## config.mk

```make
export PLATFORM = sky130hd
export DESIGN_NAME = imu_power_mode_control
export DESIGN_NICKNAME = d
export VERILOG_FILES = /design/src/rtl/imu_pwr_pkg.sv /design/src/rtl/duty_if.sv /design/src/rtl/duty_wake_timer.sv /design/src/rtl/imu_power_mode_control.sv
export SDC_FILE = /design/constraint.sdc
export NUM_CORES = 1
export LEC_CHECK = 0
export BUFFER_PORTS_ARGS = -buffer_cell sky130_fd_sc_hd__buf_2
export CAP_MARGIN = 40
export CORE_ASPECT_RATIO = 0.6
export CORE_MARGIN = 5
export CORE_UTILIZATION = 48
export DETAILED_ROUTE_END_ITERATION = 7
export PLACE_DENSITY = 0.82
export SKIP_LAST_GASP = 1
export SLEW_MARGIN = 20
export SYNTH_ARGS = -nofsm -noshare
export SYNTH_HDL_FRONTEND = slang
export SYNTH_SLANG_ARGS = --single-unit
```

## constraint.sdc

```tcl
create_clock -name SYS_CLK -period 1.9 [get_ports SYS_CLK]
set_input_delay 0.19 -clock SYS_CLK [delete_from_list [all_inputs] [get_ports SYS_CLK]]
set_output_delay 0.19 -clock SYS_CLK [all_outputs]
set_load 0.005 [all_outputs]
```

## src/rtl/imu_pwr_pkg.sv

```systemverilog
// constants, field layout and state types of the power-mode control block
// assumes a single 200 MHz system clock feeding every user of this package
package imu_pwr_pkg;

    // register map
    localparam logic [7:0] PWR_CTRL_ADDR  = 8'h6B;
    localparam logic [7:0] PWR_CTRL_RESET = 8'h00;

    // field positions inside power_control_primary
    localparam int RESTART_BIT = 7;
    localparam int SLEEP_BIT   = 6;
    localparam int CYCLE_BIT   = 5;
    localparam int GSTBY_BIT   = 4;
    localparam int TDIS_BIT    = 3;
    localparam int TSRC_LSB    = 0;
    localparam int TSRC_W      = 3;

    // field positions inside axis_standby_bits
    localparam int ACC_STBY_LSB = 3;
    localparam int GYR_STBY_LSB = 0;

    // timing_source_select codes
    typedef enum logic [TSRC_W-1:0] {
        CLK_OSC_A = 3'h0,
        CLK_AUTO1 = 3'h1,
        CLK_AUTO2 = 3'h2,
        CLK_AUTO3 = 3'h3,
        CLK_AUTO4 = 3'h4,
        CLK_AUTO5 = 3'h5,
        CLK_OSC_B = 3'h6,
        CLK_STOP  = 3'h7
    } clk_code_t;

    // timing
    localparam int CLK_PERIOD_NS   = 5;
    localparam int RESTART_TIME_NS = 100;
    localparam int RESTART_CYCLES  = (RESTART_TIME_NS + CLK_PERIOD_NS - 1) / CLK_PERIOD_NS;
    localparam int RESTART_CNT_W   = 5;
    localparam int BASE_PERIOD_NS  = 1000000;
    localparam int BASE_CYCLES_DFLT = BASE_PERIOD_NS / CLK_PERIOD_NS;

    // restart sequencer states
    typedef enum logic [1:0] {
        ST_RUN     = 2'b00,
        ST_RESTART = 2'b01
    } seq_state_t;

endpackage

```

## src/rtl/duty_if.sv

```systemverilog
// carrier between the power-mode control and its wake timer
// assumes both ends sit on the same clock
`timescale 1ns/1ps
`default_nettype none
interface duty_if;
    logic       run;     // cycling is allowed to run
    logic [7:0] divider; // sample-rate divider setting
    logic       wake;    // one-cycle wake event

    modport ctl (output run, output divider, input wake);
    modport tmr (input run, input divider, output wake);
endinterface
`default_nettype wire

```

## src/rtl/duty_wake_timer.sv

```systemverilog
// wake timer for the duty-cycled accelerometer mode
// assumes run and divider come from logic on the same clock
`timescale 1ns/1ps
`default_nettype none
module duty_wake_timer
    import imu_pwr_pkg::*;
#(
    parameter int BASE_CYCLES = BASE_CYCLES_DFLT
) (
    // clock and reset
    input wire logic clk,
    input wire logic rst_n,
    // control side
    duty_if.tmr      dif
);
    localparam int PRE_W = $clog2(BASE_CYCLES);

    logic [PRE_W-1:0] pre_q;
    logic [7:0]       div_q;
    logic             wake_q;
    wire              pre_end;
    wire              div_end;

    // one base period elapsed, then divider+1 periods make one interval
    assign pre_end  = (pre_q == PRE_W'(BASE_CYCLES - 1));
    assign div_end  = (div_q == dif.divider);
    assign dif.wake = wake_q;

    // counters restart whenever cycling is not allowed
    always_ff @(posedge clk) begin
        if (!rst_n || !dif.run) begin
            pre_q  <= '0;
            div_q  <= 8'h00;
            wake_q <= 1'b0;
        end else begin
            pre_q  <= pre_end ? '0 : pre_q + 1'b1;
            if (pre_end) begin
                div_q <= div_end ? 8'h00 : div_q + 8'h01;
            end
            wake_q <= pre_end & div_end;
        end
    end
endmodule // duty_wake_timer
`default_nettype wire

```

## src/rtl/imu_power_mode_control.sv

```systemverilog
// power-mode control: restart, sleep, duty cycling, standby and timing source
// assumes a register port from the serial host logic on SYS_CLK, PLL_READY
// from an unrelated source, axis standby and divider settings on SYS_CLK
`timescale 1ns/1ps
`default_nettype none
// How it works
// - A one written to the restart bit returns the register fields to defaults.
// - The restart bit reads one only while the restart runs and then clears itself.
// - The sleep bit puts the device in its sleep state.
// - With cycling on, no sleep or standby and a clock code other than 7, the device sleeps and wakes for one sample.
// - The wake interval is divider plus one base periods.
// - With all accelerometer axes off, wakes still happen but take no sample.
// - Cycling acts only while both sleep and standby are zero.
// - Gyro standby keeps drive and PLL on and turns the sense paths off.
// - The temperature-disable bit switches the temperature sensor off.
// - Codes 0 and 6 pick the oscillator; codes 1 to 5 pick the PLL when ready.
// - Code 7 stops the clock and holds the timing generator in reset.
// - The timing-source field is zero after reset.
// - Each axis standby bit turns its axis off, and a zero keeps it on.
module imu_power_mode_control
    import imu_pwr_pkg::*;
#(
    parameter int BASE_CYCLES = BASE_CYCLES_DFLT
) (
    // clock and reset
    input  wire logic       SYS_CLK,
    input  wire logic       RESET_N,
    // register port
    input  wire logic       REG_WR_EN,
    input  wire logic       REG_RD_EN,
    input  wire logic [7:0] REG_ADDR,
    input  wire logic [7:0] REG_WDATA,
    output var  logic [7:0] REG_RDATA,
    output var  logic       REG_RD_VALID,
    // device status and settings
    input  wire logic       PLL_READY,
    input  wire logic [5:0] AXIS_STANDBY,
    input  wire logic [7:0] SAMPLE_RATE_DIV,
    // restart
    output var  logic       SOFT_RESET_OUT,
    // power states
    output var  logic       SLEEP_ACTIVE,
    output var  logic       WAKE_PULSE,
    output var  logic       ACCEL_SAMPLE_STROBE,
    output var  logic [2:0] ACCEL_AXIS_EN,
    output var  logic [2:0] GYRO_AXIS_EN,
    output var  logic       GYRO_DRIVE_EN,
    output var  logic       GYRO_SENSE_EN,
    output var  logic       TEMP_SENSOR_EN,
    // timing source
    output var  logic       CLK_USE_OSC,
    output var  logic       CLK_USE_PLL,
    output var  logic       CLK_STOPPED,
    output var  logic       TIMING_GEN_RST
);
    localparam int RST_SPAN = RESTART_CYCLES;

    seq_state_t               state_q;
    seq_state_t               state_d;
    logic [RESTART_CNT_W-1:0] cnt_q;
    logic [6:0]               fields_q;
    logic [6:0]               fields_d;
    logic [2:0]               pll_sync_q;
    logic                     pll_ok_q;

    duty_if dif ();

    // register decode
    wire        hit           = (REG_ADDR == PWR_CTRL_ADDR);
    wire        restart_busy  = (state_q == ST_RESTART);
    wire        wr_hit        = REG_WR_EN & hit & ~restart_busy;
    wire        start_restart = wr_hit & REG_WDATA[RESTART_BIT];
    wire        cnt_end       = (cnt_q == RESTART_CNT_W'(RESTART_CYCLES - 1));
    wire [7:0]  rd_word       = {restart_busy, fields_q};

    // field decode
    wire        sleep      = fields_q[SLEEP_BIT];
    wire        gstby      = fields_q[GSTBY_BIT];
    wire        tdis       = fields_q[TDIS_BIT];
    wire [2:0]  clk_code   = fields_q[TSRC_LSB +: TSRC_W];
    wire        cycle_run  = fields_q[CYCLE_BIT] & ~sleep & ~gstby;
    wire        clk_stop   = (clk_code == CLK_STOP);
    wire        clk_auto   = ~clk_stop & (clk_code != CLK_OSC_A) & (clk_code != CLK_OSC_B);
    wire        use_pll    = clk_auto & pll_ok_q;
    wire        accel_any  = ~&AXIS_STANDBY[ACC_STBY_LSB +: 3];

    // wake timer link; a stopped clock also halts cycling
    assign dif.run     = cycle_run & ~clk_stop;
    assign dif.divider = SAMPLE_RATE_DIV;

    // restart sequencer next state
    always_comb begin
        state_d = state_q;
        unique case (state_q)
            ST_RUN: begin
                if (start_restart) begin
                    state_d = ST_RESTART;
                end
            end
            ST_RESTART: begin
                if (cnt_end) begin
                    state_d = ST_RUN;
                end
            end
            default: state_d = ST_RUN;
        endcase
    end

    // field update: restart forces defaults, otherwise take the write
    assign fields_d = (start_restart | restart_busy) ? PWR_CTRL_RESET[6:0]
                    : wr_hit ? REG_WDATA[6:0] : fields_q;

    // sequencer, counter and register fields
    always_ff @(posedge SYS_CLK) begin
        if (!RESET_N) begin
            state_q  <= ST_RUN;
            cnt_q    <= '0;
            fields_q <= PWR_CTRL_RESET[6:0];
        end else begin
            state_q  <= state_d;
            cnt_q    <= restart_busy ? cnt_q + 1'b1 : '0;
            fields_q <= fields_d;
        end
    end

    // PLL ready crosses in; a change counts when the last two stages agree
    always_ff @(posedge SYS_CLK) begin
        if (!RESET_N) begin
            pll_sync_q <= 3'h0;
            pll_ok_q   <= 1'b0;
        end else begin
            pll_sync_q <= {pll_sync_q[1:0], PLL_READY};
            if (pll_sync_q[1] == pll_sync_q[2]) begin
                pll_ok_q <= pll_sync_q[2];
            end
        end
    end

    // register read answer; unmapped reads give zero
    always_ff @(posedge SYS_CLK) begin
        if (!RESET_N) begin
            REG_RDATA    <= 8'h00;
            REG_RD_VALID <= 1'b0;
        end else begin
            REG_RDATA    <= (REG_RD_EN & hit) ? rd_word : 8'h00;
            REG_RD_VALID <= REG_RD_EN;
        end
    end

    // power-state outputs
    always_ff @(posedge SYS_CLK) begin
        if (!RESET_N) begin
            SOFT_RESET_OUT      <= 1'b0;
            SLEEP_ACTIVE        <= 1'b0;
            WAKE_PULSE          <= 1'b0;
            ACCEL_SAMPLE_STROBE <= 1'b0;
            ACCEL_AXIS_EN       <= 3'h0;
            GYRO_AXIS_EN        <= 3'h0;
            GYRO_DRIVE_EN       <= 1'b0;
            GYRO_SENSE_EN       <= 1'b0;
            TEMP_SENSOR_EN      <= 1'b0;
        end else begin
            SOFT_RESET_OUT      <= (state_d == ST_RESTART);
            SLEEP_ACTIVE        <= sleep | (cycle_run & ~dif.wake);
            WAKE_PULSE          <= dif.wake & cycle_run;
            ACCEL_SAMPLE_STROBE <= dif.wake & cycle_run & accel_any;
            ACCEL_AXIS_EN       <= ~AXIS_STANDBY[ACC_STBY_LSB +: 3];
            GYRO_AXIS_EN        <= ~AXIS_STANDBY[GYR_STBY_LSB +: 3];
            GYRO_DRIVE_EN       <= ~sleep & ~cycle_run;
            GYRO_SENSE_EN       <= ~sleep & ~cycle_run & ~gstby;
            TEMP_SENSOR_EN      <= ~sleep & ~tdis;
        end
    end

    // timing-source outputs
    always_ff @(posedge SYS_CLK) begin
        if (!RESET_N) begin
            CLK_USE_OSC    <= 1'b1;
            CLK_USE_PLL    <= 1'b0;
            CLK_STOPPED    <= 1'b0;
            TIMING_GEN_RST <= 1'b0;
        end else begin
            CLK_USE_OSC    <= ~clk_stop & ~use_pll;
            CLK_USE_PLL    <= use_pll;
            CLK_STOPPED    <= clk_stop;
            TIMING_GEN_RST <= clk_stop;
        end
    end

    duty_wake_timer #(
        .BASE_CYCLES (BASE_CYCLES)
    ) u_timer (
        .clk   (SYS_CLK),
        .rst_n (RESET_N),
        .dif   (dif)
    );
endmodule // imu_power_mode_control
`default_nettype wire

```

==> flow_summary.ini, run 1 <==
[timing]
finalSetupViolCount = 25
setup_ws_ps = -64.62
slew_headroom_pct = 58.24
rsz0062_at_grt = true
worst_slew_pin_slew_ps = 622.3
skew_ps = 8.709
period_needed_ps = 1965
finalCritPeriodShare_pct = 103.4
whs_ps = 21.26
hold_viol = 0
max_freq_mhz = 509.0
slew_viol_final = 0

[pwr]
ir_worst_vdd_mv = 0.5368
total_power_mw = 2.795
p_seq_share_pct = 53.1
powerDensity_nw_per_um2 = 781.1
combPwrFrac_pct = 3.3
p_switching_mw = 0.6394
swShare_pct = 22.88
p_leak_nw = 1.365
p_int_mw = 2.156
clkPwrFrac_pct = 43.5

[floorplan]
fp.dieH_um = 68.49
num_rows = 21
die_x_um = 107.5
start_util_pct = 49.36
die_area_um2 = 7360
io_pins = 61
fp.coreArea_um2 = 5544

[synthesis]
ys_seq_area_share_pct = 51.21
ys.flop_type = dfxtp_1
netlist_area_um2 = 2736
synth-edff-count = 0
async_flop_share_pct = 0
syn_nets = 324
avgSynthCellArea_um2 = 9.568
synth-seq-cells = 70
synth_cells = 286
synthDistinctLibCells = 46
ys_warn_count = 0

[detailed_routing]
drt_first_pass_iters = 4
wl_per_cell_um = 14.09
viasPerCell = 5.248
routed_wl_mm = 6.427
drtIter0Drc = 207
drc = 0
final_antenna_net_count = 0
vias = 2393

[cts]
root_buffer = clkbuf_8
htreeDepth = 3
clk_pin_slew_ps = 80
cts_buffers = 9
cts.sinks = 70
cts_tree = done
cts_max_path_buffers = 2
insertion_delay_ps = 340

[grt]
busiest_layer = met2
antenna_found_initial = 0
grt_pass1_vias = 2297
grt_pass1_wl_mm = 10.26
use_met1_pct = 23.43
globalRouteOverflowTotal = 0
grt_util_all_layers_pct = 18.01
use_met2_pct = 28.27
met3_usage_pct = 5.749
grt_max_degree = 18

[cells_and_area]
final_common_cell = dfxtp_1
final_util_pct = 64.55
layout-drive-gt1-share_pct = 33.78
area_growth_pct = 30.77
diodes = 0
design_area_um2 = 3578
mostFrequentLayoutCells = dfxtp_1, buf_2, nor2_1, nand2_1, buf_4
final_nets = 409
n_fill_cell = 440

[placed_design]
gp_congestion = 0.8456
post-dp-hpwl_mm = 4.655
port_buffers = 60
placed_cell_area_um2 = 3277

[status]
violations = negative setup slack
status = finished with violations

[setup_path]
startpoint_type = register
crit_chain = or4b_4 > or4_4 > or4_4 > a22oi_2
worstPathArrival_ps = 2230
crit_path_frequent_cell = or4_4
critPathKind = register to register
cpLargestDelayFamily = simple AND/OR/NAND/NOR gates
critical_path.max_fanout = 7
critPathBufInv = 0
worstPathRequired_ps = 2170
slowest_delay_ps = 530
cp_slowest_cell = or4b_4
critical_path.endpoint_type = register

[min_path]
hp-class = input pin to register

[run]
max_cap_viol_count = 0
power by group through the flow:
stage                     logic, mW  registers [mW]  clock network (mW)
after floorplan              0.0288            1.52                   0
after global placement       0.0856            1.52                   0
after detailed placement     0.0883            1.52                   0
after CTS                    0.0937            1.48                1.23
after global routing          0.104            1.49                1.29
final                        0.0936            1.48                1.22
worst paths after layout:
kind,from,to,slack [ps],cells past startpoint
hold / removal,AXIS_STANDBY[5],ACCEL_AXIS_EN[2],20,2
hold reg to reg,pll_sync_q[0],pll_sync_q[1],440,1
setup / recovery,u_timer.pre_q[12],u_timer.div_q[4],-60,4
setup reg to reg,u_timer.pre_q[12],u_timer.div_q[4],-60,4
flip-flops by register name, indices dropped and copies added, names as in the netlist, 2 cells and up:
signal / flops
ACCEL_AXIS_EN: 3
GYRO_AXIS_EN: 3
REG_RDATA: 8
cnt_q: 5
fields_q: 7
pll_sync_q: 3
state_q: 2
u_timer.div_q: 8
u_timer.pre_q: 18
routing by layer:
metal / wire length [um] / share of wire [%]
met1: 3014 / 47
met2: 2774 / 43
met3: 537 / 8.4
met4: 100 / 1.6
met5: 0 / 0
cell families (layout without fill, tap and decap cells):
family	Yosys count	count (layout)	synth area share, %
other cells	1	1	0.1370
compound gates	41	41	10.33
xor+xnor	23	23	7.362
simple gates	128	129	26.34
buf+inv	20	109	3.247
flops	70	70	51.21
fa+ha+maj	3	3	1.372
what timing repair did:
| action | CTS | global route |
|---|---|---|
| resized for setup | 3 | 10 |
| gates cloned | 1 | 0 |
| pin swaps | 5 | 2 |
| setup endpoints to repair | 26 | 33 |
| hold endpoints to repair | 3 | 0 |
| setup buffers | 0 | 0 |
| hold buffers | 3 | 0 |
cells in the mapped netlist, types with 3 or more instances:
cell type	count	area share [%]
and3_1	12	2.7
a31oi_1	3	0.69
a22oi_1	6	1.6
nand2_1	19	2.6
clkbuf_1	5	0.69
inv_1	10	1.4
or4_1	7	1.9
xor2_1	7	2.2
nor2_1	29	4.0
xnor2_1	16	5.1
nand3_1	14	2.6
nor4_1	4	0.91
a21oi_1	13	2.4
ha_1	3	1.4
nand4_1	7	1.6
dfxtp_1	70	51
o31ai_1	8	2.2
nor3_1	6	1.1
and2_1	7	1.6
or3b_2	7	2.2
final cells by class:
cell class / count / area, um2 / area share, %
Timing Repair Buffer: 83 / 505.5 / 14.13
Clock inverter: 7 / 81.33 / 2.273
Multi-Input combinational cell: 197 / 1328 / 37.10
Tap cell: 80 / 100.1 / 2.797
Sequential cell: 70 / 1403 / 39.20
Clock buffer: 9 / 123.9 / 3.462
Inverter: 10 / 37.54 / 1.049
through the flow:
stage / worst slack, ps / TNS (ps) / std cells
2_1_floorplan: -124.2 / -1207 / 286
3_3_place_gp: -129.7 / -589.9 / 436
3_5_place_dp: -131.2 / -630.4 / 436
4_1_cts: -130.6 / -1125 / 456
5_1_grt: -121.4 / -2424 / 456
6_report: -64.62 / -926.1 / 456
worst reg2reg max path, stage by stage, from the launching register on:
cell     delay (ps)
dfxtp_2         320
or4b_4          530
or4_4           470
or4_4           430
a22oi_2         140
No activity file was read; power rests on OpenSTA's default activity.
==> run 2: changes to the inputs <==
--- a/config.mk
+++ b/config.mk
@@ -12,6 +12,7 @@
 export CORE_UTILIZATION = 48
 export DETAILED_ROUTE_END_ITERATION = 7
 export PLACE_DENSITY = 0.82
+export REMOVE_ABC_BUFFERS = 1
 export SKIP_LAST_GASP = 1
 export SLEW_MARGIN = 20
 export SYNTH_ARGS = -nofsm -noshare
==> flow_summary.ini, run 2 (synthesis gave the netlist of run 1 again) <==
[grt]
grt_util_all_layers_pct = 18.87
grt_pass1_vias = 2249
grt_pass1_wl_mm = 10.64
grt_max_degree = 16
antenna_found_initial = 0
globalRouteOverflowTotal = 0

[detailed_routing]
wl_per_cell_um = 15.74
viasPerCell = 5.328
drt_first_pass_iters = 4
drc = 0
final_antenna_net_count = 0
vias = 2440
routed_wl_mm = 7.209
drtIter0Drc = 152

[timing]
slew_headroom_pct = 60.03
skew_ps = 8.203
rsz0062_at_grt = true
setup_ws_ps = -122.9
finalSetupViolCount = 26
slew_viol_final = 0
hold_viol = 0
period_needed_ps = 2023
worst_slew_pin_slew_ps = 595.5
max_freq_mhz = 494.3
finalCritPeriodShare_pct = 106.5
finalSetupTns_ps = -2132

[cts]
cts_tree = done
root_buffer = clkbuf_8
htreeDepth = 3
clk_pin_slew_ps = 70
cts.sinks = 70
cts_max_path_buffers = 2
cts_buffers = 9
insertion_delay_ps = 330

[pwr]
powerDensity_nw_per_um2 = 746.9
ir_worst_vdd_mv = 0.4050
p_leak_nw = 1.379

[floorplan]
io_pins = 61
start_util_pct = 49.36
die_x_um = 107.5
num_rows = 21
fp.dieH_um = 68.49
die_area_um2 = 7360
fp.coreArea_um2 = 5544

[cells_and_area]
layout-drive-gt1-share_pct = 35.98
largest_reg_flops = 18
final_common_cell = dfxtp_1
top_register = u_timer.pre_q
n_fill_cell = 460
multiInputGateArea_um2 = 1391
reg_top3 = u_timer.pre_q x18, REG_RDATA x8, u_timer.div_q x8
final_nets = 411
design_area_um2 = 3622
seq_area_um2 = 1403
final_util_pct = 65.34
area_growth_pct = 32.37
mostFrequentLayoutCells = dfxtp_1, buf_2, nand2_1, buf_4, nor2_1
diodes = 0

[setup_path]
crit-reg2reg-launch = u_timer.pre_q[12]
r2r_end = u_timer.div_q[2]
crit_chain = or4b_4 > or4_4 > or4_4 > a22oi_2
cp_slowest_cell = or4b_4
startpoint_type = register
worstPathArrival_ps = 2290
crit_path_frequent_cell = or4_4
slowest_delay_ps = 540
critPathBufInv = 0
r2r_cells = 4
rrSetupSlack_ps = -120
critical_path.endpoint_type = register
cpLargestDelayFamily = simple AND/OR/NAND/NOR gates
critPathKind = register to register
critical_path.max_fanout = 8
worstPathRequired_ps = 2160

[min_path]
min_to = GYRO_AXIS_EN[2]
hp-class = input pin to register
hp-start = AXIS_STANDBY[2]
holdPathStages = 2

[status]
status = finished with violations
violations = negative setup slack

[run]
max_cap_viol_count = 0

[placed_design]
placed_cell_area_um2 = 3243
port_buffers = 60
gp_congestion = 0.8663
post-dp-hpwl_mm = 4.734
post-place-ws_ps = -203.0
==> run 2: cell types whose count changed in the layout (fill, tap and decap cells not counted), sizes merged <==
cell,previous run,this run
clkbuf,9,12
clkinvlp,3,1
clkinv,0,2
inv,13,10
dlygate4sd3,3,2
buf,80,83
==> run 2: worst max path at each step <==
stage,start,to,slack [ps],cells after the start
global placement,u_timer.pre_q[12],u_timer.div_q[6],-140,4
global route,u_timer.pre_q[12],u_timer.div_q[5],-200,5
CTS,u_timer.pre_q[12],u_timer.div_q[2],-170,4
finish,u_timer.pre_q[12],u_timer.div_q[2],-120,4
detailed placement,u_timer.pre_q[12],u_timer.div_q[7],-200,4
floorplan,u_timer.pre_q[12],u_timer.div_q[1],-130,4
==> run 2: final cells by class <==
type                            instances  area share (%)
Sequential cell                        70           38.72
Multi-Input combinational cell        197           38.41
Clock buffer                           12           3.731
Timing Repair Buffer                   85           14.02
Clock inverter                          4           1.313
Tap cell                               80           2.763
Inverter                               10           1.036
==> run 2: power breakdown <==
part | switching, mW | total (mW) | internal [mW]
clock | 0.525 | 1.13 | 0.604
sequential | 0.00446 | 1.49 | 1.48
combinational | 0.0402 | 0.0906 | 0.0504
total | 0.570 | 2.71 | 2.14
==> run 2: through the flow <==
| step | total power [mW] | hold WS, ps | instances |
|---|---|---|---|
| floorplan | 1.547 | 262.4 | 276 |
| global route | 2.789 | 0.4041 | 458 |
| global placement | 1.604 | 349.0 | 437 |
| CTS | 2.707 | 3.245 | 457 |
| finish | 2.705 | 12.41 | 458 |
| detailed placement | 1.605 | 349.3 | 437 |
==> run 2: per-layer routing <==
layer	global-route usage, %	share of wire, %
met1	24.74	45
met2	29.44	47
met3	6.692	6.7
met4	5.984	1.6
met5	0	0
==> run 2: timing repair <==
| action | in CTS | in global routing |
|---|---|---|
| cloned | 1 | 1 |
| setup endpoints to repair | 26 | 34 |
| resized for setup | 6 | 33 |
| setup buffers | 1 | 0 |
| hold buffers | 2 | 0 |
| endpoints found under the hold margin | 2 | 0 |
| pin swaps | 10 | 11 |
==> run 2: worst register-to-register path, cell delays in order (launching register included) <==
cell and delay, ps:
dfxtp_2 320, or4b_4 540, or4_4 510, or4_4 440
a22oi_2 150
==> run 3: changes to the inputs <==
--- a/config.mk
+++ b/config.mk
@@ -9,7 +9,7 @@
 export CAP_MARGIN = 40
 export CORE_ASPECT_RATIO = 0.6
 export CORE_MARGIN = 5
-export CORE_UTILIZATION = 48
+export CORE_UTILIZATION = 49
 export DETAILED_ROUTE_END_ITERATION = 7
 export PLACE_DENSITY = 0.82
 export REMOVE_ABC_BUFFERS = 1
@@ -17,4 +17,5 @@
 export SLEW_MARGIN = 20
 export SYNTH_ARGS = -nofsm -noshare
 export SYNTH_HDL_FRONTEND = slang
+export SYNTH_HIERARCHICAL = 1
 export SYNTH_SLANG_ARGS = --single-unit
==> constraint.sdc (replaced) <==
create_clock -name SYS_CLK -period 1.9 [get_ports SYS_CLK]
set_input_delay 0.19 -clock SYS_CLK [delete_from_list [all_inputs] [get_ports SYS_CLK]]
set_output_delay 0.19 -clock SYS_CLK [all_outputs]
set_load 0.02 [all_outputs]
==> flow_summary.ini, run 3 <==
[placed_design]
gp_congestion = 0.9031
port_buffers = 60
post-dp-hpwl_mm = 5.148

[timing]
max_freq_mhz = 554.4
rsz0062_at_grt = false
finalCritPeriodShare_pct = 94.93
hold_viol = 0
period_needed_ps = 1804
finalSetupTns_ps = 0
skew_ps = 5.436
finalSetupViolCount = 0
slew_viol_final = 0

[setup_path]
worstPathRequired_ps = 2110
worstPathArrival_ps = 2010
startpoint_type = register
cp_slowest_cell = or4b_1
slowest_delay_ps = 540
crit_chain = or4b_1 > or2_1 > o21ai_4 > buf_12 > a21oi_1
critPathKind = register to register
critical_path.endpoint_type = register
critical_path.max_fanout = 18

[detailed_routing]
drtIter0Drc = 167
routed_wl_mm = 7.012
viasPerCell = 5.404
wl_per_cell_um = 14.67
drc = 0
final_antenna_net_count = 0
vias = 2583
drt_first_pass_iters = 4

[floorplan]
die_area_um2 = 7756
num_rows = 21
fp.coreArea_um2 = 5728
die_x_um = 110.4
start_util_pct = 51.75
io_pins = 61
fp.dieH_um = 70.25

[status]
status = finished, final reports clean

[cells_and_area]
largest_reg_flops = 18
layout-drive-gt1-share_pct = 26.13
final_nets = 431
reg_top3 = u_timer/pre_q x18, REG_RDATA x8, u_timer/div_q x8
mostFrequentLayoutCells = dfxtp_1, buf_2, nor2_1, nand3_1
final_common_cell = dfxtp_1
top_register = u_timer/pre_q
area_growth_pct = 24.78
diodes = 0

[synthesis]
synth-edff-count = 0
synth_area_leaders = dfxtp_1, xnor2_1, nand3_1, nor2_1, and2_1
ys.flop_type = dfxtp_1
synth_top_cell_area_share_pct = 47.28
yosysTopAreaCell = dfxtp_1
ys_seq_area_share_pct = 47.28
synth_cells = 313
synth_most_common_cell = dfxtp_1
synth-seq-cells = 70
netlist_area_um2 = 2964
netlist_top_cells_count = dfxtp_1, nor2_1, nand3_1
ys_warn_count = 6
avgSynthCellArea_um2 = 9.470
synthDistinctLibCells = 49
async_flop_share_pct = 0

[cts]
insertion_delay_ps = 330
cts_tree = done
clk_pin_slew_ps = 70
root_buffer = clkbuf_8
htreeDepth = 3
cts_buffers = 9
cts_max_path_buffers = 2
cts.sinks = 70

[grt]
grt_pass1_wl_mm = 11.55
grt_pass1_vias = 2425
antenna_found_initial = 0
grt_max_degree = 30
globalRouteOverflowTotal = 0
grt_util_all_layers_pct = 18.13

[pwr]
p_switching_mw = 0.6114
p_int_mw = 2.318
powerDensity_nw_per_um2 = 792.0
p_leak_nw = 1.355
ir_worst_vdd_mv = 0.5699
combPwrFrac_pct = 4.0
swShare_pct = 20.87
total_power_mw = 2.929
clkPwrFrac_pct = 45.3
p_seq_share_pct = 50.7

[min_path]
hp-class = input pin to register

[run]
max_cap_viol_count = 0
-- run 3: cell type report --
type	instances	area, um2
Clock buffer	11	141.4
Clock inverter	5	82.58
Fill cell	466	2029
Inverter	5	18.77
Multi-Input combinational cell	223	1451
Sequential cell	70	1401
Tap cell	80	100.1
Timing Repair Buffer	84	503.0
-- run 3: worst paths after layout --
kind | from | to | slack [ps] | cells past startpoint
setup / recovery | u_timer/pre_q[14] | u_timer/pre_q[13] | 100 | 5
setup reg to reg | u_timer/pre_q[14] | u_timer/pre_q[13] | 100 | 5
hold / removal | AXIS_STANDBY[3] | ACCEL_AXIS_EN[0] | 30 | 2
hold reg to reg | cnt_q[0] | cnt_q[0] | 460 | 1
-- run 3: critical path: cells and delay by family (launching register included) --
kind | cells | cell delay [ps]
buffers and inverters | 1 | 160
AOI/OAI and AO/OA | 2 | 260
DFF | 1 | 350
and+or+nand+nor | 2 | 900
-- run 3: logic make-up after synthesis --
| family | count (synthesis) | synth area share, % |
|---|---|---|
| flip-flops | 70 | 47.28 |
| AO/OA/AOI/OAI | 37 | 9.372 |
| AND/OR/NAND/NOR | 152 | 28.92 |
| multiplexers | 7 | 2.364 |
| XOR/XNOR | 23 | 6.796 |
| other | 1 | 0.1265 |
| buffers and inverters | 20 | 3.883 |
| adder cells (fa/ha/maj) | 3 | 1.266 |
-- run 3: metal layers --
metal  share of wire (%)  vias up  wire, um  global-route usage [%]
li1                    -     1288         -                       -
met2                  42       95      2948                   26.48
met1                  49     1195      3460                   25.56
met5                   0        -         0                       0
met4                0.83        0        58                   5.191
met3                 7.8        5       544                   5.867
-- run 3: through the flow --
stage               setup slack (ps)  hold WS, ps  utilization (%)  instances  instance area, um2
floorplan                      86.81        261.6                -        298                2868
global placement               61.82        346.6            59.90        458                3431
CTS                            44.64        7.423            64.55        478                3697
detailed placement            -14.21        351.1            59.90        458                3431
finish                         96.40        27.52            64.57        478                3699
global route                   2.838        11.13            64.57        478                3699
-- run 3: power groups by stage --
stage	clock network, mW	logic, mW	registers [mW]
4_1_cts	1.35	0.117	1.49
2_1_floorplan	0	0.0300	1.53
5_1_grt	1.42	0.127	1.49
3_3_place_gp	0	0.106	1.52
3_5_place_dp	0	0.109	1.52
6_report	1.33	0.116	1.49
-- run 3: what timing repair did --
action,in CTS,in global routing
pin swaps,0,1
setup endpoints to repair,1,23
hold buffers,4,0
buffers inserted,0,0
endpoints found under the hold margin,4,0
resized for setup,1,2
